### config.mk
export PLATFORM = sky130hd
export DESIGN_NAME = general_control
export DESIGN_NICKNAME = d
export VERILOG_FILES = /design/src/logic/gen_ctl_pkg.sv /design/src/logic/irq_edge_latch.sv /design/src/logic/fpu_error_ctl.sv /design/src/logic/general_control.sv
export VERILOG_INCLUDE_DIRS = /design/src /design/src/logic
export SDC_FILE = /design/constraint.sdc
export NUM_CORES = 1
export LEC_CHECK = 0
export BUFFER_PORTS_ARGS = -buffer_cell sky130_fd_sc_hd__buf_2
export CAP_MARGIN = 15
export CORE_MARGIN = 2
export CORE_UTILIZATION = 38
export DETAILED_ROUTE_END_ITERATION = 6
export PLACE_DENSITY = 0.76
export SLEW_MARGIN = 20
export SYNTH_ARGS = -nofsm -noshare
export SYNTH_HDL_FRONTEND = slang
export SYNTH_SLANG_ARGS = --single-unit
### constraint.sdc
create_clock -name core_clk -period 1.6 [get_ports core_clk]
set_clock_uncertainty 0.15 [all_clocks]
set_input_delay 0.32 -clock core_clk [delete_from_list [all_inputs] [get_ports core_clk]]
set_output_delay 0.32 -clock core_clk [all_outputs]
set_load 0.01 [all_outputs]
### src/logic/gen_ctl_defs.svh
`ifndef GEN_CTL_DEFS_SVH
`define GEN_CTL_DEFS_SVH

// ----------------------------------------------------------------------
// Register map
// ----------------------------------------------------------------------
`define GENERAL_CONTROL_OFS   8'hd0
`define GENERAL_CONTROL_RST   32'h0000_0000
// Mask of implemented bits; everything else is reserved and reads zero.
`define GENERAL_CONTROL_MASK  32'h0300_39c7

// ----------------------------------------------------------------------
// Field positions
// ----------------------------------------------------------------------
`define BIT_PAIR_B_SEL        25
`define BIT_HIDE_BRIDGE       24
`define BIT_FPU_ERR_EN        13
`define BIT_KBD_LATCH_EN      12
`define BIT_MOUSE_LATCH_EN    11
`define BIT_INTC_EN           8
`define BIT_INTC_EXT_EN       7
`define BIT_ALT_ACCESS_EN     6
`define BIT_DMA_COLLECT_BUFFER_ENABLE            2
`define BIT_DELAYED_EN        1
`define BIT_POS_DECODE        0

// ----------------------------------------------------------------------
// Legacy I/O ports
// ----------------------------------------------------------------------
`define PORT_FPU_CLEAR        16'h00f0
`define PORT_KBD_DATA         16'h0060

`endif

### src/logic/gen_ctl_pkg.sv
package gen_ctl_pkg;

  // ----------------------------------------------------------------------
  // Types
  // ----------------------------------------------------------------------
  // How the PCI decoder should claim a cycle.
  typedef enum logic [1:0] {
    CLAIM_NONE        = 2'b00,
    CLAIM_POSITIVE    = 2'b01,
    CLAIM_SUBTRACTIVE = 2'b10
  } claim_t;

  // Interrupt controller decode mode.
  typedef enum logic [1:0] {
    INTC_OFF  = 2'b00,
    INTC_BASE = 2'b01,
    INTC_FULL = 2'b10
  } intc_mode_t;

endpackage

### src/logic/irq_edge_latch.sv
`timescale 1ns/1ps

// ----------------------------------------------------------------------
// Edge latch for a legacy interrupt, released by a clear pulse.
// ----------------------------------------------------------------------
module irq_edge_latch (
  // Clock and reset
  input  wire logic core_clk,
  input  wire logic rst,
  // Control
  input  wire logic latch_en,
  input  wire logic clear,
  // Interrupt in and out
  input  wire logic irq_in,
  output logic      irq_out
);

  logic prev_ff;  // Last sampled input level, for rising edge detection.
  logic held_ff;  // Captured edge awaiting the clear.

  // Track the previous level of the source.
  always_ff @(posedge core_clk) begin
    if (rst) begin
      prev_ff <= 1'b0;
    end else begin
      prev_ff <= irq_in;
    end
  end

  // An edge in the same cycle as the clear wins, so no edge is lost.
  always_ff @(posedge core_clk) begin
    if (rst) begin
      held_ff <= 1'b0;
    end else if (irq_in && !prev_ff && latch_en) begin
      held_ff <= 1'b1;
    end else if (clear || !latch_en) begin
      held_ff <= 1'b0;
    end
  end

  // Bypass passes the level straight through when latching is off.
  always_comb begin
    irq_out = latch_en ? held_ff : irq_in;
  end

endmodule

### src/logic/fpu_error_ctl.sv
`timescale 1ns/1ps

// ----------------------------------------------------------------------
// Coprocessor error to internal interrupt 13 and ignore-error output.
// ----------------------------------------------------------------------
module fpu_error_ctl (
  // Clock and reset
  input  wire logic core_clk,
  input  wire logic rst,
  // Control
  input  wire logic enable,
  input  wire logic clear,
  // Processor side
  input  wire logic fp_error_in_n,
  output logic      irq13,
  output logic      ignore_numeric_error_n
);

  logic hold_ff;  // Interrupt held until the clearing write.

  // A low error input sets the hold; a write clear only wins when the
  // error is no longer present, so a persisting error is not lost.
  always_ff @(posedge core_clk) begin
    if (rst) begin
      hold_ff <= 1'b0;
    end else if (!enable) begin
      hold_ff <= 1'b0;
    end else if (!fp_error_in_n) begin
      hold_ff <= 1'b1;
    end else if (clear) begin
      hold_ff <= 1'b0;
    end
  end

  // Registered outputs keep glitches off the processor pins.
  always_ff @(posedge core_clk) begin
    if (rst) begin
      irq13                  <= 1'b0;
      ignore_numeric_error_n <= 1'b1;
    end else begin
      irq13                  <= enable && hold_ff;
      ignore_numeric_error_n <= !(enable && hold_ff);
    end
  end

endmodule

### src/logic/general_control.sv
`timescale 1ns/1ps
`include "gen_ctl_defs.svh"

// Behaviour
// - Bit 25 selects PC/PCI protocol unless GPIO
// - Bit 24 keeps AD22 low for bridge configuration
// - Bit 13: error raises IRQ13, ignore-error
// - Bit 13 clear: no IRQ13, no ignore-error
// - Bit 12 latches keyboard IRQ until 60h read
// - Bit 11 latches mouse IRQ until 60h read
// - Bit 8 clear: no controller decode
// - Bits 8,7 = 1,0: base controller only
// - Bits 8,7 set: full decode, message writes
// - Bit 6 enables alternate register access mode
// - Bit 2 enables DMA collection buffer
// - Bit 1 enables delayed transactions
// - Bit 0 set: positive decode only
// - Bit 0 clear: subtractive claim to LPC
module general_control
  import gen_ctl_pkg::*;
(
  // Clock and reset
  input  wire logic                 core_clk,
  input  wire logic                 rst,
  // Configuration access, one dword per cycle
  input  wire logic                 cfg_wr,
  input  wire logic                 cfg_rd,
  input  wire logic [7:0]           cfg_addr,
  input  wire logic [3:0]           cfg_be,
  input  wire logic [31:0]          cfg_wdata,
  output logic      [31:0]          cfg_rdata,
  // Legacy I/O port access seen by the bridge
  input  wire logic                 io_wr,
  input  wire logic                 io_rd,
  input  wire logic [15:0]          io_addr,
  // Request/grant pair B
  input  wire logic                 pair_b_gpio_sel,
  output logic                      pair_b_pcpci_mode,
  output logic                      pair_b_gpio_mode,
  // Configuration cycle addressing
  input  wire logic                 cfg_cycle_to_bridge,
  input  wire logic                 ad22_request,
  output logic                      ad22_drive,
  // Processor error interface
  input  wire logic                 fp_error_in_n,
  output logic                      irq13,
  output logic                      ignore_numeric_error_n,
  // Keyboard and mouse interrupts
  input  wire logic                 kbd_irq_in,
  input  wire logic                 mouse_irq_in,
  output logic                      kbd_irq_out,
  output logic                      mouse_irq_out,
  // Interrupt controller decode
  input  wire logic                 intc_base_hit,
  input  wire logic                 intc_ext_hit,
  input  wire logic                 msg_irq_write,
  output gen_ctl_pkg::intc_mode_t   intc_mode,
  output logic                      intc_base_decode,
  output logic                      intc_ext_decode,
  output logic                      msg_irq_accept,
  // Other steering bits
  output logic                      alternate_access_enable,
  output logic                      dma_collect_buffer_enable,
  output logic                      delayed_transaction_enable,
  // PCI claim decision
  input  wire logic                 pci_cycle,
  input  wire logic                 pci_internal_hit,
  input  wire logic                 pci_lpc_known_hit,
  input  wire logic                 pci_other_claimed,
  output gen_ctl_pkg::claim_t       pci_claim,
  output logic                      forward_to_lpc
);

  // ----------------------------------------------------------------------
  // Helpers
  // ----------------------------------------------------------------------
  // Expand byte enables to a bit mask.
  function automatic logic [31:0] be_mask(input logic [3:0] be);
    be_mask = {{8{be[3]}}, {8{be[2]}}, {8{be[1]}}, {8{be[0]}}};
  endfunction

  // ----------------------------------------------------------------------
  // Register
  // ----------------------------------------------------------------------
  logic [31:0] general_control_ff;   // Stored control value.
  logic [31:0] nxt_general_control;  // Value after a write.
  logic        hit;                  // Access targets this register.
  logic        port60_rd;            // Keyboard data port read.
  logic        portf0_wr;            // Coprocessor clear port write.

  always_comb begin
    hit = (cfg_addr == `GENERAL_CONTROL_OFS);
  end

  // Byte-enabled merge; reserved bits are masked so they never stick.
  always_comb begin
    nxt_general_control = general_control_ff;
    if (cfg_wr && hit) begin
      nxt_general_control = ((general_control_ff & ~be_mask(cfg_be)) |
                             (cfg_wdata & be_mask(cfg_be))) &
                            `GENERAL_CONTROL_MASK;
    end
  end

  // Core-well reset clears every implemented bit.
  always_ff @(posedge core_clk) begin
    if (rst) begin
      general_control_ff <= `GENERAL_CONTROL_RST;
    end else begin
      general_control_ff <= nxt_general_control;
    end
  end

  // Read data is registered; other offsets answer zero.
  always_ff @(posedge core_clk) begin
    if (rst) begin
      cfg_rdata <= 32'h0000_0000;
    end else if (cfg_rd) begin
      cfg_rdata <= hit ? (general_control_ff & `GENERAL_CONTROL_MASK)
                       : 32'h0000_0000;
    end
  end

  // ----------------------------------------------------------------------
  // Request/grant pair B and AD22 hiding
  // ----------------------------------------------------------------------
  // The GPIO selection overrides the protocol choice.
  always_comb begin
    pair_b_gpio_mode  = pair_b_gpio_sel;
    pair_b_pcpci_mode = general_control_ff[`BIT_PAIR_B_SEL] &&
                        !pair_b_gpio_sel;
  end

  // Hiding removes the IDSEL line so the legacy bridge stays unseen.
  always_comb begin
    ad22_drive = ad22_request &&
                 !(cfg_cycle_to_bridge &&
                   general_control_ff[`BIT_HIDE_BRIDGE]);
  end

  // ----------------------------------------------------------------------
  // Legacy interrupts
  // ----------------------------------------------------------------------
  always_comb begin
    port60_rd = io_rd && (io_addr == `PORT_KBD_DATA);
    portf0_wr = io_wr && (io_addr == `PORT_FPU_CLEAR);
  end

  // Coprocessor error path, gated entirely by its enable.
  fpu_error_ctl u_fpu (
    .core_clk               (core_clk),
    .rst                    (rst),
    .enable                 (general_control_ff[`BIT_FPU_ERR_EN]),
    .clear                  (portf0_wr),
    .fp_error_in_n          (fp_error_in_n),
    .irq13                  (irq13),
    .ignore_numeric_error_n (ignore_numeric_error_n)
  );

  // Keyboard interrupt latch, cleared by a data port read.
  irq_edge_latch u_kbd (
    .core_clk (core_clk),
    .rst      (rst),
    .latch_en (general_control_ff[`BIT_KBD_LATCH_EN]),
    .clear    (port60_rd),
    .irq_in   (kbd_irq_in),
    .irq_out  (kbd_irq_out)
  );

  // Mouse interrupt latch shares the same clearing port.
  irq_edge_latch u_mouse (
    .core_clk (core_clk),
    .rst      (rst),
    .latch_en (general_control_ff[`BIT_MOUSE_LATCH_EN]),
    .clear    (port60_rd),
    .irq_in   (mouse_irq_in),
    .irq_out  (mouse_irq_out)
  );

  // ----------------------------------------------------------------------
  // Interrupt controller decode
  // ----------------------------------------------------------------------
  // The extension bit is a don't-care while the controller is off.
  always_comb begin
    if (!general_control_ff[`BIT_INTC_EN]) begin
      intc_mode = INTC_OFF;
    end else if (!general_control_ff[`BIT_INTC_EXT_EN]) begin
      intc_mode = INTC_BASE;
    end else begin
      intc_mode = INTC_FULL;
    end
  end

  // Message writes cannot be disabled separately in full mode.
  always_comb begin
    case (intc_mode)
      INTC_BASE: begin
        intc_base_decode = intc_base_hit;
        intc_ext_decode  = 1'b0;
        msg_irq_accept   = 1'b0;
      end
      INTC_FULL: begin
        intc_base_decode = intc_base_hit;
        intc_ext_decode  = intc_ext_hit;
        msg_irq_accept   = msg_irq_write;
      end
      default: begin
        intc_base_decode = 1'b0;
        intc_ext_decode  = 1'b0;
        msg_irq_accept   = 1'b0;
      end
    endcase
  end

  // ----------------------------------------------------------------------
  // Steering bits
  // ----------------------------------------------------------------------
  always_comb begin
    alternate_access_enable    = general_control_ff[`BIT_ALT_ACCESS_EN];
    dma_collect_buffer_enable  = general_control_ff[`BIT_DMA_COLLECT_BUFFER_ENABLE];
    delayed_transaction_enable = general_control_ff[`BIT_DELAYED_EN];
  end

  // ----------------------------------------------------------------------
  // PCI claim
  // ----------------------------------------------------------------------
  // Own addresses always claim positively; leftovers only when allowed.
  always_comb begin
    pci_claim      = CLAIM_NONE;
    forward_to_lpc = 1'b0;
    if (pci_cycle) begin
      if (pci_internal_hit || pci_lpc_known_hit) begin
        pci_claim      = CLAIM_POSITIVE;
        forward_to_lpc = pci_lpc_known_hit && !pci_internal_hit;
      end else if (!general_control_ff[`BIT_POS_DECODE] &&
                   !pci_other_claimed) begin
        pci_claim      = CLAIM_SUBTRACTIVE;
        forward_to_lpc = 1'b1;
      end
    end
  end

endmodule

==> impl_metrics.tcl, run 1 <==
set metrics [dict create \
    crit_path_end_kind "primary output" \
    ys_seq_area_share_pct 37.7 \
    fp-row-count 23 \
    status "finished clean" \
    leakage_nw 1.02 \
    wl_per_cell_um 10.4 \
    tns_ns 0 \
    synth_area_um2 1540 \
    dr.first_iter.drc_count 31 \
    worst_setup_hold_path_clk_slew_ns 0.06 \
    place_congestion 0.692 \
    vdd_drop_max_mv 0.618 \
    synth_top_area_share_pct 37.7 \
    grt_pass1_vias 1242 \
    hold_viol 0 \
    die_w_um 67.6 \
    drc_errors 0 \
    yosys_register_bits 29 \
    synth_cell_types 27 \
    io_buffers 85 \
    io_pins 129 \
    cts_root_buf "clkbuf_8" \
    layout-area-overhead-vs-synth_pct 34.6 \
    final_cell_count_no_fill 309 \
    via_count 1384 \
    fin_crit_ns 1.55 \
    switching_share_pct 23.0 \
    design_area_um2 2070 \
    via_per_inst 4.48 \
    worstSetupPathType "reg -> out" \
    grt_max_degree 23 \
    crit_path_max_fanout 3 \
    max_cap_viol_count 0 \
    dp.cells 301 \
    die_area_um2 4580 \
    internal_power_w 0.00120 \
    cts_sinks 29 \
    hold_ws_ns 0.139 \
    dp_hpwl_um 2560 \
    nets 337 \
    report.final.slew_viol_count 0 \
    antenna_found_initial 0 \
    fin_crit_sh_pct 97.0 \
    hold_class "in -> reg" \
    ys_warn_count 0 \
    placed_area_um2 1960 \
    cp-start-kind "register" \
    grt_pass1_wl_um 5090 \
    insertion_delay_ns 0.28 \
    cts_buffer_depth 2 \
    setup_violations 0 \
    post-cts-setup-buffers 0 \
    power.density_nw_per_um2 754 \
    initial_utilization_pct 39.0 \
    clkPwrFrac_pct 42.1 \
    ant_nets 0 \
    cts_tree "built" \
    pwr-share-seq_pct 46.5 \
    cts-htree-levels 2 \
    final_core_util_pct 52.6 \
    syn_area_per_cell_um2 9.16 \
    grt_usage_pct 14.8 \
    arrival_ns 1.08 \
    postSynthCellCount 168 \
    grt_overflow 0 \
    fp.coreArea_um2 3940 \
    cts_made_buffers 5 \
    diodes 0 \
    synth_largest_area_cell "dfxtp_1" \
    p_comb_share_pct 11.5 \
    firstDrtPassIters 3 \
    synthTopCellsByArea "dfxtp_1 (38%), nand2b_1 (13%), buf_4 (11%), mux2i_1 (5.9%), nand4_1 (5.3%)" \
    routed_wl_um 3220 \
    die_height_um 67.6 \
    fmax_mhz 644 \
    layout-drive-gt1-share_pct 42.9 \
    p_sw_w 0.000359 \
    crit_required_ns 1.13 \
]
-- layout make-up --
| type | count | area, um^2 |
|---|---|---|
| clock buffers | 7 | 96.3 |
| clock inverters | 1 | 5.00 |
| fillers | 393 | 1870 |
| inverters | 3 | 11.3 |
| multi-input cells | 126 | 822 |
| flip-flops and latches | 29 | 583 |
| well taps | 50 | 62.6 |
| repair buffers | 93 | 492 |
-- layer usage --
metal / global-route usage [%] / part of all wire, % / vias up
li1: - / - / 717
met1: 15.7 / 39 / 596
met2: 26.7 / 51 / 65
met3: 4.67 / 8.4 / 6
met4: 6.12 / 1.5 / 0
met5: 0 / 0 / -
-- layout by cell type, fill, tap and decap left out --
cell,instances
nand4_2,1
buf_6,1
clkbuf_8,7
buf_2,84
nor4b_4,1
dfxtp_2,2
a31oi_1,2
dfxtp_1,27
a21boi_0,1
mux2i_1,9
inv_1,3
nor4_4,1
or4b_4,1
mux2_2,4
o21ai_0,2
nor2b_1,9
and2_1,3
nor2_1,4
nand2b_1,32
nand4_1,13
and4b_1,2
nor4_1,3
clkinv_2,1
and4_1,1
a21oi_1,12
a21o_1,1
o21a_1,1
buf_4,8
conb_1,21
and3_1,2
-- synthesized netlist by cell type (all sizes together) --
cell type / instances
inv: 3
nand4: 14
o21a: 1
or4b: 1
a21oi: 12
nor4b: 1
mux2i: 9
dfxtp: 29
clkbuf: 6
nand2b: 32
a21boi: 1
conb: 1
a21o: 1
mux2: 4
buf: 24
and3: 2
and4: 1
a31oi: 2
nor4: 4
o21ai: 2
and4b: 2
nor2b: 9
and2: 3
nor2: 4
-- power by group through the flow --
stage / logic (W) / clock network [W] / registers [W]
floorplan: 0.000121 / 0 / 0.000742
global placement: 0.000175 / 0 / 0.000742
detailed placement: 0.000178 / 0 / 0.000742
CTS: 0.000178 / 0.000673 / 0.000726
global route: 0.000201 / 0.000713 / 0.000725
finish: 0.000179 / 0.000657 / 0.000726
-- logic make-up after synthesis --
family,share of synthesized area [%]
buffers and inverters,13.7
other,0.244
DFF,37.7
AOI/OAI and AO/OA,6.83
and+or+nand+nor,32.7
muxes,8.78
-- critical path, stage by stage (launching register included) --
cell and delay [ns]:
dfxtp_2 0.34, mux2_2 0.34, buf_6 0.12
-- worst paths after layout --
check                           cells after the start  slack (ns)         start       endpoint
worst max-delay path                                2        0.05      register    kbd_irq_out
worst min-delay path                                3        0.14  cfg_wdata[0]       register
worst max register to register                      3        0.59      register  u_fpu.hold_ff
worst min register to register                      2        0.31  cfg_rdata[1]   cfg_rdata[1]
-- timing repair --
| item | in CTS | in global routing |
|---|---|---|
| resized for setup | 0 | 3 |
| hold buffers | 0 | 0 |
| setup endpoints to repair | 0 | 2 |
-- stage by stage --
step / power [W] / worst slack (ns)
after global routing: 0.00164 / -0.00662
after CTS: 0.00158 / 0.00842
after floorplan: 0.000863 / 0.0991
final: 0.00156 / 0.0477
after detailed placement: 0.000920 / -0.0501
after global placement: 0.000917 / -0.0241
Note: power is estimated with default switching activity, not from simulation.
==> inputs of run 2 (changes only) <==
Settings changed: CORE_ASPECT_RATIO set to 1.1.
==> run 2 against run 1 <==
Utilization decreased by 0.36 points. Design area down 0.91%. Global-route usage shrank 0.41 points. Non-clock buffer count did not move. Clock power is 11% lower. Fmax up 0.49%. Wire length is 1.7% lower. Via count up 0.14%. Worst setup slack gained 0.0076 ns. Combinational power hardly changed. Largest power group unchanged. Highest routed layer unchanged.
==> impl_metrics.tcl, run 2 (same netlist as run 1, synthesis figures left out) <==
set metrics [dict create \
    status "finished clean" \
    setup_ws_ns 0.0553 \
    crit_buf_inv 1 \
    grt_overflow 0 \
    met3_usage_pct 5.09 \
    die_area_um2 4580 \
    cts-htree-levels 2 \
    fp.coreArea_um2 3930 \
    max_cap_viol_count 0 \
    nets 337 \
    cts_tree "built" \
    arrival_ns 1.07 \
    holdBufCountCts 0 \
    cts_sinks 29 \
    diodes 0 \
    layout-area-overhead-vs-synth_pct 33.4 \
    fin_crit_sh_pct 96.5 \
    die_w_um 64.7 \
    layout_commonest_cell "buf_2" \
    cts_made_buffers 5 \
    power.density_nw_per_um2 724 \
    post-place-ws_ns -0.0710 \
    grt_busiest_layer "met2" \
    layout_common_cells "buf_2 (85), nand2b_1 (32), dfxtp_1 (27), conb_1 (21), nand4_1 (13)" \
    ant_nets 0 \
    layout-drive-gt1-share_pct 42.2 \
    grt_usage_pct 14.4 \
    firstDrtPassIters 4 \
    placed_area_um2 1960 \
    fp-row-count 24 \
    min-delay-start "kbd_irq_in" \
    crit_path_end_kind "primary output" \
    leakage_nw 1.01 \
    antenna_found_initial 0 \
    critPathTopFamily "flip-flops" \
    worst_setup_hold_path_clk_slew_ns 0.05 \
    grt_pass1_wl_um 5130 \
    via_count 1386 \
    rsz0062_at_grt "false" \
    wl_per_cell_um 10.2 \
    place_congestion 0.790 \
    dr.first_iter.drc_count 46 \
    met1_usage_pct 15.0 \
    report.final.slew_viol_count 0 \
    initial_utilization_pct 39.1 \
    crit_path_max_fanout 3 \
    dp_hpwl_um 2560 \
    post-cts-setup-buffers 0 \
    cp_slowest_stage_delay_ns 0.34 \
    cpMaxStageDelayCell "dfxtp_2" \
    via_per_inst 4.47 \
    met2_usage_pct 25.2 \
    fmax_mhz 647 \
    routed_wl_um 3170 \
    cts_root_buf "clkbuf_8" \
    setup_violations 0 \
    hold_class "in -> reg" \
    io_pins 129 \
    grt_pass1_vias 1219 \
    worstSetupPathType "reg -> out" \
    final_cell_count_no_fill 310 \
    crit_required_ns 1.13 \
    insertion_delay_ns 0.27 \
    grt_max_degree 24 \
    dp.cells 303 \
    drc_errors 0 \
    cts_buffer_depth 2 \
    design_area_um2 2050 \
    vdd_drop_max_mv 0.490 \
    cp-start-kind "register" \
    crit_chain "mux2_2, buf_2" \
    fin_crit_ns 1.54 \
    hold_viol 0 \
    die_height_um 70.7 \
    io_buffers 85 \
    num-fill-cells 419 \
]
run 2: cell count changes in the layout (fill, tap and decap cells not counted), sizes merged:
cell	delta
clkinv	-1
run 2: area by class of cell:
cell class / instances / area, um^2 / share of cell area, %
multi-input combinational: 126 / 822 / 40.0
sequential: 29 / 583 / 28.4
timing repair buffer: 93 / 485 / 23.6
clock buffer: 7 / 86.3 / 4.20
tap: 52 / 65.1 / 3.17
inverter: 3 / 11.3 / 0.548
run 2: timing repair:
item,CTS,global route
setup endpoints to repair,0,2
hold endpoints to repair,0,0
resized for setup,0,2
run 2: worst reg2reg max path, delay by kind of cell (launching register included):
kind	cells	cell delay (ns)
flops	1	0.32
mux	1	0.27
simple gates	1	0.13
run 2: worst paths after layout:
| check | end | slack, ns | cells past startpoint |
|---|---|---|---|
| setup / recovery | kbd_irq_out | 0.06 | 2 |
| hold / removal | u_kbd.prev_ff | 0.15 | 2 |
| setup reg to reg | register | 0.62 | 2 |
| hold reg to reg | cfg_rdata[11] | 0.31 | 2 |
run 2: metrics by stage:
stage	setup TNS, ns	hold slack (ns)	power (W)	utilization (%)
finish	0	0.146	0.00149	52.2
global route	0	0.150	0.00157	52.2
CTS	0	0.142	0.00151	52.1
detailed placement	-0.148	0.306	0.000919	49.9
global placement	-0.0864	0.304	0.000916	49.9
floorplan	0	0.297	0.000863	-
run 2: power breakdown:
| part | internal (W) | switching (W) |
|---|---|---|
| clock | 0.000340 | 0.000245 |
| combinational | 0.0000874 | 0.0000882 |
| sequential | 0.000725 | 0.000000952 |
| total | 0.00115 | 0.000334 |
run 2: routing by layer:
metal | wire (um) | up-vias
li1 | - | 713
met1 | 1210 | 602
met2 | 1590 | 67
met3 | 322 | 4
met4 | 42 | 0
met5 | 0 | -
==> inputs of run 3 (changes only) <==
Settings changed: ABC_AREA set to 1.
==> run 3 against run 2 <==
The run now ends with setup timing left. Die area is 0.61% higher. Sequential power is 3% higher. Critical path type unchanged. Non-clock buffer count is 4 lower. Synthesized cell count is 42% higher. Largest power group unchanged. Via count is 17% higher. Synthesized area is 0.65% higher. Clock power is 0.7% higher. Worst setup slack worse by 0.090 ns.
==> impl_metrics.tcl, run 3 <==
set metrics [dict create \
    via_count 1615 \
    synth_area_um2 1550 \
    diodes 0 \
    io_buffers 85 \
    num-fill-cells 424 \
    postSynthCellCount 238 \
    cts_buffer_depth 2 \
    dr.first_iter.drc_count 75 \
    layout_common_cells "buf_2 (85), nand2_1 (49), inv_1 (46), nor2_1 (34), dfxtp_1 (28)" \
    yosys_register_bits 29 \
    grt_max_degree 23 \
    rsz0062_at_grt "true" \
    vdd_drop_max_mv 0.361 \
    reg2reg_slack_ns 0.66 \
    cts_root_buf "clkbuf_8" \
    status "complete, but fails checks" \
    synth_edf_count 0 \
    ys_warn_count 0 \
    synthTopCellsByArea "dfxtp_1 (37%), nand2_1 (12%), buf_4 (12%), inv_1 (11%), nor2_1 (8.2%)" \
    fp-row-count 24 \
    insertion_delay_ns 0.27 \
    synth_common_cells "nand2_1 (49), inv_1 (46), nor2_1 (34), dfxtp_1 (29), buf_4 (24)" \
    antenna_found_initial 0 \
    cts_tree "built" \
    fin_crit_sh_pct 102 \
    layout-area-overhead-vs-synth_pct 32.1 \
    grt_pass1_wl_um 5750 \
    final_cell_count_no_fill 377 \
    multi_input_area_um2 686 \
    hold_ws_ns 0.0924 \
    holdBufCountCts 0 \
    layout_commonest_cell "buf_2" \
    leakage_nw 1.15 \
    synthFlopType "dfxtp_1" \
    post-place-ws_ns 0.0954 \
    syn_area_per_cell_um2 6.51 \
    violations "setup timing" \
    synth_largest_area_cell "dfxtp_1" \
    worst_setup_hold_path_clk_slew_ns 0.06 \
    firstDrtPassIters 5 \
    wl_per_cell_um 9.32 \
    die_height_um 71.0 \
    ys_seq_area_share_pct 37.5 \
    place_congestion 0.721 \
    report.final.slew_viol_count 0 \
    yosysMostFrequentCell "nand2_1" \
    hold_class "in -> reg" \
    fin_crit_ns 1.63 \
    worstSetupPathType "reg -> out" \
    grt_usage_pct 15.6 \
    hold_viol 0 \
    routed_wl_um 3510 \
    fp.coreArea_um2 3930 \
    setup_violations 1 \
    arrival_ns 1.16 \
    crit_path_max_fanout 2 \
    dp.cells 369 \
    synth_cell_types 18 \
    max_cap_viol_count 0 \
    cts_made_buffers 5 \
    final_core_util_pct 52.0 \
    cts-htree-levels 2 \
    grt_pass1_vias 1398 \
    io_pins 129 \
    crit_path_end_kind "primary output" \
    synth_top_area_share_pct 37.5 \
    cts_sinks 29 \
    power.density_nw_per_um2 752 \
    initial_utilization_pct 39.4 \
    grt_overflow 0 \
    layout-drive-gt1-share_pct 30.8 \
    min-delay-start "fp_error_in_n" \
    crit_required_ns 1.13 \
    die_area_um2 4600 \
    ant_nets 0 \
    cp-start-kind "register" \
    nets 404 \
    dp_hpwl_um 2680 \
    fmax_mhz 612 \
    die_w_um 64.9 \
    setup_ws_ns -0.0346 \
    synthArstFlopShare_pct 0 \
    drc_errors 0 \
    via_per_inst 4.28 \
    ff_latch_area_um2 582 \
]
[run 3: cell count changes after synthesis, sizes merged, moves of 9 or more]
cell,change
nor2,+31
nand2,+49
inv,+43
nand2b,-32
nor2b,-9
mux2i,-9
o21ai,+11
[run 3: metal layers]
layer	GRT usage (%)	routed length [um]	up-vias
met5	0	0	-
met2	25.7	1640	75
met3	4.77	286	4
met4	6.62	36	0
li1	-	-	858
met1	18.8	1550	678
[run 3: area by class of cell]
type                            count  area share, %
Multi-Input combinational cell    154           33.5
Sequential cell                    29           28.4
Timing Repair Buffer               89           22.2
Inverter                           46           8.44
Clock buffer                        7           4.22
Tap cell                           52           3.18
[run 3: worst paths after layout]
check                                      end  cells after the start
setup reg to reg                 u_kbd.held_ff                      4
setup / recovery                forward_to_lpc                      3
hold reg to reg   u_fpu.ignore_numeric_error_n                      1
hold / removal                   u_fpu.hold_ff                      2
[run 3: report_power, final]
part | switching [W] | internal (W)
Combinational | 0.000116 | 0.0000884
Sequential | 0.00000660 | 0.000739
Clock | 0.000249 | 0.000340
[run 3: stage by stage]
| stage | cell area, um^2 | TNS, ns | total power [W] |
|---|---|---|---|
| after floorplan | 1620 | 0 | 0.000894 |
| after CTS | 2040 | -0.0615 | 0.00155 |
| after global routing | 2050 | -0.115 | 0.00162 |
| after detailed placement | 1940 | 0 | 0.000961 |
| final | 2050 | -0.0346 | 0.00154 |
| after global placement | 1940 | 0 | 0.000957 |
[run 3: worst max-delay path, stage by stage, from the launching register on]
cell,delay [ns]
dfxtp_2,0.32
or2_4,0.25
a211oi_2,0.17
buf_2,0.16
[run 3: timing repair]
action,in CTS,in global routing
endpoints found under the setup margin,2,2
resized for setup,3,1
buffers inserted,1,0
pin swaps,0,0
[run 3: cells by family (layout without fill, tap and decap cells)]
group / count (synthesis) / after routing / share of synthesized area, %
AO/OA/AOI/OAI: 29 / 29 / 9.85
buffers and inverters: 75 / 142 / 24.0
flip-flops: 29 / 29 / 37.5
other: 1 / 21 / 0.242
AND/OR/NAND/NOR: 104 / 104 / 28.4
